`config.mk`:
```
export PLATFORM = sky130hd
export DESIGN_NAME = dftx_top
export DESIGN_NICKNAME = d
export VERILOG_FILES = /design/src/dftx_pkg.sv /design/src/dftx_ser_if.sv /design/src/dftx_shifter.sv /design/src/dftx_top.sv
export SDC_FILE = /design/constraint.sdc
export NUM_CORES = 1
export LEC_CHECK = 0
export BUFFER_PORTS_ARGS = -buffer_cell sky130_fd_sc_hd__buf_2
export CORE_AREA = 3 3 67 69
export CTS_CLUSTER_DIAMETER = 200
export DETAILED_ROUTE_END_ITERATION = 10
export DIE_AREA = 0 0 70 72
export GPL_ROUTABILITY_DRIVEN = 0
export PLACE_DENSITY = 0.92
export SLEW_MARGIN = 15
export SYNTH_ARGS = -nofsm -noshare
export SYNTH_HDL_FRONTEND = slang
export SYNTH_HIERARCHICAL = 1
export SYNTH_SLANG_ARGS = --single-unit
```
`constraint.sdc`:
```
create_clock -name clk_in -period 3.05 [get_ports clk_in]
set_clock_uncertainty 0.15 [all_clocks]
set_input_delay 0.61 -clock clk_in [delete_from_list [all_inputs] [get_ports clk_in]]
set_output_delay 0.61 -clock clk_in [all_outputs]
set_load 0.02 [all_outputs]
```
`src/dftx_pkg.sv`:
```
// Operation
// - feac bits sent only in c-bit parity
// - message is code plus ten framing bits
// - rightmost bit, a one, goes first
// - one message bit per outbound frame
// - code in bits 6..1, rest read zero
// - processor runs only while enable set
// - writing go with enable set starts sending held code
// - message repeated ten times back to back
// - busy high until tenth repetition ends
// - tenth completion sets flag, gated interrupt
// - idle ones sent after completion indefinitely
package dftx_pkg;
  localparam logic [7:0] CSR_ADDR    = 8'h31;
  localparam logic [7:0] CODE_ADDR   = 8'h32;
  localparam int         BUSY_BIT    = 0;
  localparam int         GO_BIT      = 1;
  localparam int         EN_BIT      = 2;
  localparam int         FLAG_BIT    = 3;
  localparam int         IRQEN_BIT   = 4;
  localparam int         CODE_LSB    = 1;
  localparam int         MSG_BITS    = 16;
  localparam int         REPEATS     = 10;
  localparam logic [3:0] LAST_BIT    = 4'hF;
  localparam logic [3:0] LAST_REP    = 4'h9;
  localparam logic [7:0] FILL_ONES   = 8'hFF;
  localparam logic [7:0] RESET_BYTE  = 8'h00;

  // build the 16-bit message, bit 0 leaves first
  function automatic logic [MSG_BITS-1:0] dftx_msg(input logic [5:0] code);
    dftx_msg = {1'b0, code, 1'b0, FILL_ONES};
  endfunction : dftx_msg
endpackage : dftx_pkg

```
`src/dftx_ser_if.sv`:
```
interface dftx_ser_if;
  logic       load;
  logic       abort;
  logic       tick;
  logic [5:0] code;
  logic       bit_val;
  logic       busy;
  logic       done;
  modport ctrl (output load, output abort, output tick, output code, input bit_val, input busy, input done);
  modport ser  (input load, input abort, input tick, input code, output bit_val, output busy, output done);
endinterface : dftx_ser_if

```
`src/dftx_shifter.sv`:
```
module dftx_shifter
  import dftx_pkg::*;
(
  input  wire logic clk_in,
  input  wire logic srst_in,
  dftx_ser_if.ser   sif
);
  logic [15:0] msg_r, msg_nxt;
  logic [3:0]  bit_cnt_r, bit_cnt_nxt;
  logic [3:0]  rep_cnt_r, rep_cnt_nxt;
  logic        busy_r, busy_nxt;
  logic        done_r, done_nxt;
  logic        bit_r, bit_nxt;

  // next state of the serialiser
  always_comb begin
    msg_nxt     = msg_r;
    bit_cnt_nxt = bit_cnt_r;
    rep_cnt_nxt = rep_cnt_r;
    busy_nxt    = busy_r;
    done_nxt    = 1'b0;
    bit_nxt     = bit_r;
    if (sif.abort) begin
      busy_nxt = 1'b0;
      if (sif.tick) begin
        bit_nxt = 1'b1;
      end
    end else if (sif.load) begin
      msg_nxt     = dftx_msg(sif.code);
      bit_cnt_nxt = 4'h0;
      rep_cnt_nxt = 4'h0;
      busy_nxt    = 1'b1;
    end else if (sif.tick) begin
      if (busy_r) begin
        bit_nxt = msg_r[0];
        msg_nxt = {msg_r[0], msg_r[15:1]}; // rotate so each repeat is the same word
        if (bit_cnt_r == LAST_BIT) begin
          bit_cnt_nxt = 4'h0;
          if (rep_cnt_r == LAST_REP) begin
            busy_nxt = 1'b0;
            done_nxt = 1'b1;
          end else begin
            rep_cnt_nxt = rep_cnt_r + 4'h1;
          end
        end else begin
          bit_cnt_nxt = bit_cnt_r + 4'h1;
        end
      end else begin
        bit_nxt = 1'b1;
      end
    end
  end

  // register the serialiser state
  always_ff @(posedge clk_in) begin
    if (srst_in) begin
      msg_r     <= '1;
      bit_cnt_r <= 4'h0;
      rep_cnt_r <= 4'h0;
      busy_r    <= 1'b0;
      done_r    <= 1'b0;
      bit_r     <= 1'b1;
    end else begin
      msg_r     <= msg_nxt;
      bit_cnt_r <= bit_cnt_nxt;
      rep_cnt_r <= rep_cnt_nxt;
      busy_r    <= busy_nxt;
      done_r    <= done_nxt;
      bit_r     <= bit_nxt;
    end
  end

  assign sif.bit_val = bit_r;
  assign sif.busy    = busy_r;
  assign sif.done    = done_r;
endmodule : dftx_shifter

```
`src/dftx_top.sv`:
```
module dftx_top
  import dftx_pkg::*;
(
  input  wire logic       clk_in,
  input  wire logic       srst_in,
  input  wire logic [7:0] addr_in,
  input  wire logic [7:0] wdata_in,
  input  wire logic       wr_in,
  input  wire logic       rd_in,
  output logic      [7:0] rdata_out,
  output logic            irq_out,
  input  wire logic       frame_strobe_in,
  input  wire logic       cbit_mode_in,
  output logic            feac_bit_out,
  output logic            feac_valid_out
);
  // carrier between the register side and the serialiser
  dftx_ser_if sif ();

  // one strobe and address compare, shared by all four register decodes;
  // keeping it in one place stops read and write decodes drifting apart
  function automatic logic dftx_hit(input logic strobe, input logic [7:0] addr, input logic [7:0] target);
    dftx_hit = strobe && (addr == target);
  endfunction : dftx_hit

  logic [5:0] code_r, code_nxt;
  logic       en_r, en_nxt;
  logic       go_r, go_nxt;
  logic       irq_en_r, irq_en_nxt;
  logic       flag_r, flag_nxt;
  logic       load_r, load_nxt;
  logic [7:0] rdata_r, rdata_nxt;
  logic       irq_r, irq_nxt;
  logic       valid_r, valid_nxt;
  logic       csr_wr, code_wr, csr_rd, code_rd;
  logic [7:0] status_byte, code_byte;

  // register bus decode; other addresses are ignored, reads included
  assign csr_wr  = dftx_hit(wr_in, addr_in, CSR_ADDR);
  assign code_wr = dftx_hit(wr_in, addr_in, CODE_ADDR);
  assign csr_rd  = dftx_hit(rd_in, addr_in, CSR_ADDR);
  assign code_rd = dftx_hit(rd_in, addr_in, CODE_ADDR);

  // read images of both registers; unused bits always read zero
  assign status_byte = {3'h0, irq_en_r, flag_r, en_r, go_r, sif.busy};
  assign code_byte   = {1'h0, code_r, 1'h0};

  // code word register; the two pad bits are never stored,
  // so they cannot leak back on a read
  always_comb begin
    code_nxt = code_r;
    if (code_wr) begin
      code_nxt = wdata_in[CODE_LSB +: 6];
    end
  end

  // register the code word
  always_ff @(posedge clk_in) begin
    if (srst_in) begin
      code_r <= 6'h00;
    end else begin
      code_r <= code_nxt;
    end
  end

  // processor enable; clearing it aborts a message in flight and
  // returns the link to idle ones at the next frame
  always_comb begin
    en_nxt = en_r;
    if (csr_wr) begin
      en_nxt = wdata_in[EN_BIT];
    end
  end

  // register the enable
  always_ff @(posedge clk_in) begin
    if (srst_in) begin
      en_r <= 1'b0;
    end else begin
      en_r <= en_nxt;
    end
  end

  // go only keeps what was last written; the start itself is a pulse
  always_comb begin
    go_nxt = go_r;
    if (csr_wr) begin
      go_nxt = wdata_in[GO_BIT];
    end
  end

  // register the go bit
  always_ff @(posedge clk_in) begin
    if (srst_in) begin
      go_r <= 1'b0;
    end else begin
      go_r <= go_nxt;
    end
  end

  // interrupt enable; it gates the pin only, the flag still records
  // every completion so polling software sees it either way
  always_comb begin
    irq_en_nxt = irq_en_r;
    if (csr_wr) begin
      irq_en_nxt = wdata_in[IRQEN_BIT];
    end
  end

  // register the interrupt enable
  always_ff @(posedge clk_in) begin
    if (srst_in) begin
      irq_en_r <= 1'b0;
    end else begin
      irq_en_r <= irq_en_nxt;
    end
  end

  // start pulse: go only counts when the same write keeps enable set,
  // so a go written alone after a disable cannot restart a stale code
  always_comb begin
    load_nxt = 1'b0;
    if (csr_wr) begin
      load_nxt = wdata_in[GO_BIT] && wdata_in[EN_BIT];
    end
  end

  // register the start pulse
  always_ff @(posedge clk_in) begin
    if (srst_in) begin
      load_r <= 1'b0;
    end else begin
      load_r <= load_nxt;
    end
  end

  // completion flag: a status read clears it, but a completion in
  // the same cycle wins so no finished message is ever lost
  always_comb begin
    flag_nxt = flag_r;
    if (sif.done) begin
      flag_nxt = 1'b1;
    end else if (csr_rd) begin
      flag_nxt = 1'b0;
    end
  end

  // register the completion flag
  always_ff @(posedge clk_in) begin
    if (srst_in) begin
      flag_r <= 1'b0;
    end else begin
      flag_r <= flag_nxt;
    end
  end

  // interrupt follows the next flag and enable values, so it drops
  // in the same cycle as the read that clears the flag
  always_comb begin
    irq_nxt = flag_nxt && irq_en_nxt;
  end

  // register the interrupt pin
  always_ff @(posedge clk_in) begin
    if (srst_in) begin
      irq_r <= 1'b0;
    end else begin
      irq_r <= irq_nxt;
    end
  end

  // read data holds until the next mapped read; the status image is
  // taken before the clearing read updates the flag
  always_comb begin
    rdata_nxt = rdata_r;
    if (csr_rd) begin
      rdata_nxt = status_byte;
    end else if (code_rd) begin
      rdata_nxt = code_byte;
    end
  end

  // register the read data
  always_ff @(posedge clk_in) begin
    if (srst_in) begin
      rdata_r <= RESET_BYTE;
    end else begin
      rdata_r <= rdata_nxt;
    end
  end

  // framing indication; a registered copy, so it trails the mode
  // input by one cycle like every other output
  always_comb begin
    valid_nxt = cbit_mode_in;
  end

  // register the framing indication
  always_ff @(posedge clk_in) begin
    if (srst_in) begin
      valid_r <= 1'b0;
    end else begin
      valid_r <= valid_nxt;
    end
  end

  // frames only advance the message in c-bit parity mode; other
  // framings pause the message rather than abort it
  assign sif.tick  = frame_strobe_in && cbit_mode_in;
  assign sif.load  = load_r;
  assign sif.abort = ~en_r;
  assign sif.code  = code_r;

  dftx_shifter u_shifter (
    .clk_in  (clk_in),
    .srst_in (srst_in),
    .sif     (sif)
  );

  // every output comes straight from a flop, the link bit from
  // the serialiser's own register
  assign rdata_out      = rdata_r;
  assign irq_out        = irq_r;
  assign feac_bit_out   = sif.bit_val; // shifter flop
  assign feac_valid_out = valid_r;
endmodule : dftx_top

```
==> key figures <==
Run status
  • Status: completed

Logic synthesis
  • XOR/XNOR share of the synthesized area: 1.137%
  • Top-count cell post-synth: dfxtp_1
  • Post-synth ARST share: 0%
  • Largest family of logic cells by synthesized area: compound AO/OA/AOI/OAI gates
  • Synth Cell Area: 0.002311 mm^2
  • Post-synthesis net count: 278
  • Top cells by area, synth: dfxtp_1 41%, a21oi_1 4.5%, nand4_1 4.1%, o31ai_1 3.9%, nor2_1 3.2%
  • Adder-Cell Fraction of Synth Area: 1.624%
  • Syn Area/Cell: 9.134 um^2
  • Compound-Gate Fraction of Synth Area: 23.39%
  • EDFF count, synth: 0
  • Cells after synthesis: 253
  • Seq cells post-synth: 47
  • Sequential share of the synthesized area: 40.71%
  • Synth cell types: 48
  • Post-synthesis mux area share: 2.599%
  • Synth area leader: dfxtp_1
  • Synth warnings: 6
  • Synth top cells by count: 47 x dfxtp_1, 21 x a21oi_1, 20 x nor2_1
  • Post-Synth Simple-Gate Area: 23.28%
  • Top_reg_cell synth: dfxtp_1
  • Share of the synthesized area in the top cell type: 40.71%

Critical path
  • CP required: 3.09 ns
  • Critical path endpoint: u_shifter/msg_r[15]$_SDFFE_PP1P_
  • Worst Path Arrival: 2.19 ns
  • Worst Setup SP: frame_strobe_in
  • RR Endpoint: u_shifter/msg_r[15]$_SDFFE_PP1P_
  • Kind of cell adding the most delay to the critical path: simple AND/OR/NAND/NOR gates
  • CP cell instances: buf_2 -> and2_1 -> a21oi_1 -> or2_0 -> buf_4 -> nor3b_1 -> a211o_1
  • Slowest stage cell, crit path: buf_4
  • Crit start category: input pin
  • Crit path kind: in -> reg
  • Worst Reg-to-Reg Cells: 5
  • CP Capture Type: register
  • Reg-to-reg slack, setup: 1.16 ns
  • Max FO, Critical Path: 27
  • Max stage delay on crit path: 0.34 ns
  • Origin of the critical flop-to-flop path: u_shifter/sif.busy$_SDFFE_PP0P_
  • Number of cells on the critical path: 7
  • WP buf/inv: 2

Clock tree
  • Clock buffer depth: 2
  • Total CTS buffers: 5
  • Htree depth: 2
  • Clk root buf: clkbuf_8
  • Clk sinks: 47
  • CTS tree: done
  • Hold_buf cts: 0
  • Post_cts resized: 0
  • CTS clk-pin slew, worst paths: 0.08 ns
  • Latest clock arrival within the worst-skew pair: 0.30 ns
  • Postcts setup bufs: 0

Detailed routing
  • Residual DRC count: 0
  • Drt via density: 6.274
  • 1st-iter DRT viols: 233
  • Routed Wire Length: 4705 um
  • DR pass1 iterations: 4
  • Via count: 1989
  • Number of routed nets with antenna violations: 0
  • Wire length per cell: 14.84 um

STA
  • Final Setup Violations: 0
  • Final Slew Violations: 0
  • Fin. Hold Viols: 0
  • Fin crit share: 70.74%
  • RSZ-0062 raised after global routing: false
  • Final TNS setup: 0 ns
  • Tmin final: 2.157 ns
  • Slew headroom: 48.30%
  • Worst-margin pin slew: 0.7720 ns
  • Fmax: 463.5 MHz

Global route
  • Number of global-route vias before repair: 1725
  • Gr usage total: 18.61%
  • Largest net degree at the start of global routing: 37
  • Initial antenna violation count: 0
  • Grt ovf: 0
  • First-pass GRT wire length: 7783 um

Flow run
  • Maxcap violations: 0

Power and ir drop
  • VDD IR-drop max: 0.0002331 V
  • Leak: 0.8804 nW
  • Total power draw: 0.001092 W
  • Cell Pwr Density: 436.6 mW/mm^2

Place
  • Detailed placer's ending HPWL: 3152 um
  • Inst Count DP: 309
  • Number of port buffers: 29

Finish
  • Share of cells above drive strength 1: 18.35%
  • Fin cells: 317
  • Area Growth Syn to Fin: 8.176%
  • Number of nets in the layout: 291
  • Final core utilization: 62.95%
  • Ant diodes: 0

Floorplan
  • Die H: 72 um
  • Initial Util: 58.19%
  • Die footprint: 0.005040 mm^2
  • Core ar.: 0.003971 mm^2
  • Top-level I/O count: 33
  • Die width: 70 um
  • Placement row count: 23

Min path
  • Worst min path class: reg -> reg
logic make-up after synthesis:
logic type	Yosys count
simple gates	88
compound gates	74
flops	47
buf+inv	31
mux	6
fa+ha+maj	3
xor+xnor	3
other cells	1
registers in the layout (all words and copies together), names as in the netlist:
register               flops
u_shifter/sif.busy         1
rdata_out                  7
feac_valid_out             1
load_r                     1
u_shifter/rep_cnt_r        4
en_r                       1
irq_out                    1
u_shifter/msg_r           16
u_shifter/sif.bit_val      1
irq_en_r                   1
u_shifter/bit_cnt_r        4
u_shifter/sif.done         1
go_r                       1
code_r                     6
flag_r                     1
worst min-delay path by stage:
stage | start | depth (start not counted) | to | slack, ns
after global placement | u_shifter/msg_r[9]$_SDFFE_PP1P_ | 1 | u_shifter/msg_r[9]$_SDFFE_PP1P_ | 0.29
after global routing | u_shifter/msg_r[13]$_SDFFE_PP1P_ | 1 | u_shifter/msg_r[13]$_SDFFE_PP1P_ | 0.34
after detailed placement | u_shifter/msg_r[12]$_SDFFE_PP1P_ | 1 | u_shifter/msg_r[12]$_SDFFE_PP1P_ | 0.30
final | u_shifter/msg_r[12]$_SDFFE_PP1P_ | 1 | u_shifter/msg_r[12]$_SDFFE_PP1P_ | 0.32
after floorplan | u_shifter/msg_r[9]$_SDFFE_PP1P_ | 1 | u_shifter/msg_r[9]$_SDFFE_PP1P_ | 0.28
after CTS | u_shifter/msg_r[12]$_SDFFE_PP1P_ | 1 | u_shifter/msg_r[12]$_SDFFE_PP1P_ | 0.32
power breakdown:
group / total [W] / switching, W / internal (W)
clock network: 0.000412 / 0.000206 / 0.000206
registers: 0.000614 / 0.000000426 / 0.000614
logic: 0.0000650 / 0.0000437 / 0.0000213
total: 0.00109 / 0.000250 / 0.000842
worst register-to-register path: stages (launching register included):
cell and delay [ns]:
dfxtp_1 0.36, a21oi_1 0.24, or2_0 0.30, buf_4 0.34
nor3b_1 0.11, a211o_1 0.29
per-stage QoR:
stage          instance area, um^2  hold WS [ns]  worst slack [ns]
2_1_floorplan                 2311        0.2770             1.036
6_report                      2500        0.3166            0.8926
4_1_cts                       2500        0.3180            0.8962
5_1_grt                       2500        0.3360            0.7876
3_3_place_gp                  2396        0.2864            0.6657
3_5_place_dp                  2396        0.2985            0.6528
layout make-up:
| cell class | count | area (um^2) |
|---|---|---|
| Fill cell | 324 | 1471 |
| Clock buffer | 7 | 96.34 |
| Multi-Input combinational cell | 175 | 1206 |
| Tap cell | 50 | 62.56 |
| Clock inverter | 1 | 7.507 |
| Sequential cell | 47 | 940.9 |
| Inverter | 5 | 18.77 |
| Timing Repair Buffer | 32 | 167.7 |
layer usage:
layer  GRT usage [%]  part of all wire, %  vias up
met3           4.017                  6.2       13
met2           29.07                   48       78
li1                -                    -      974
met5               0                    0        -
met1           24.35                   43      924
met4           9.574                  2.3        0
placed cells by master (no fill, tap or decap), types with 3 or more instances in the layout:
cell type	instances
a211o_1	8
a21oi_1	21
a311oi_1	4
a31oi_1	5
and3_1	5
buf_2	29
buf_4	3
clkbuf_8	7
dfxtp_1	47
ha_1	3
inv_1	5
mux2i_1	6
nand2b_1	5
nand3_1	4
nand4_1	15
nor2_1	20
nor2b_1	5
nor3_1	15
o21ai_0	4
o21bai_1	9
o31ai_1	12
No activity file was read; power rests on OpenSTA's default activity.
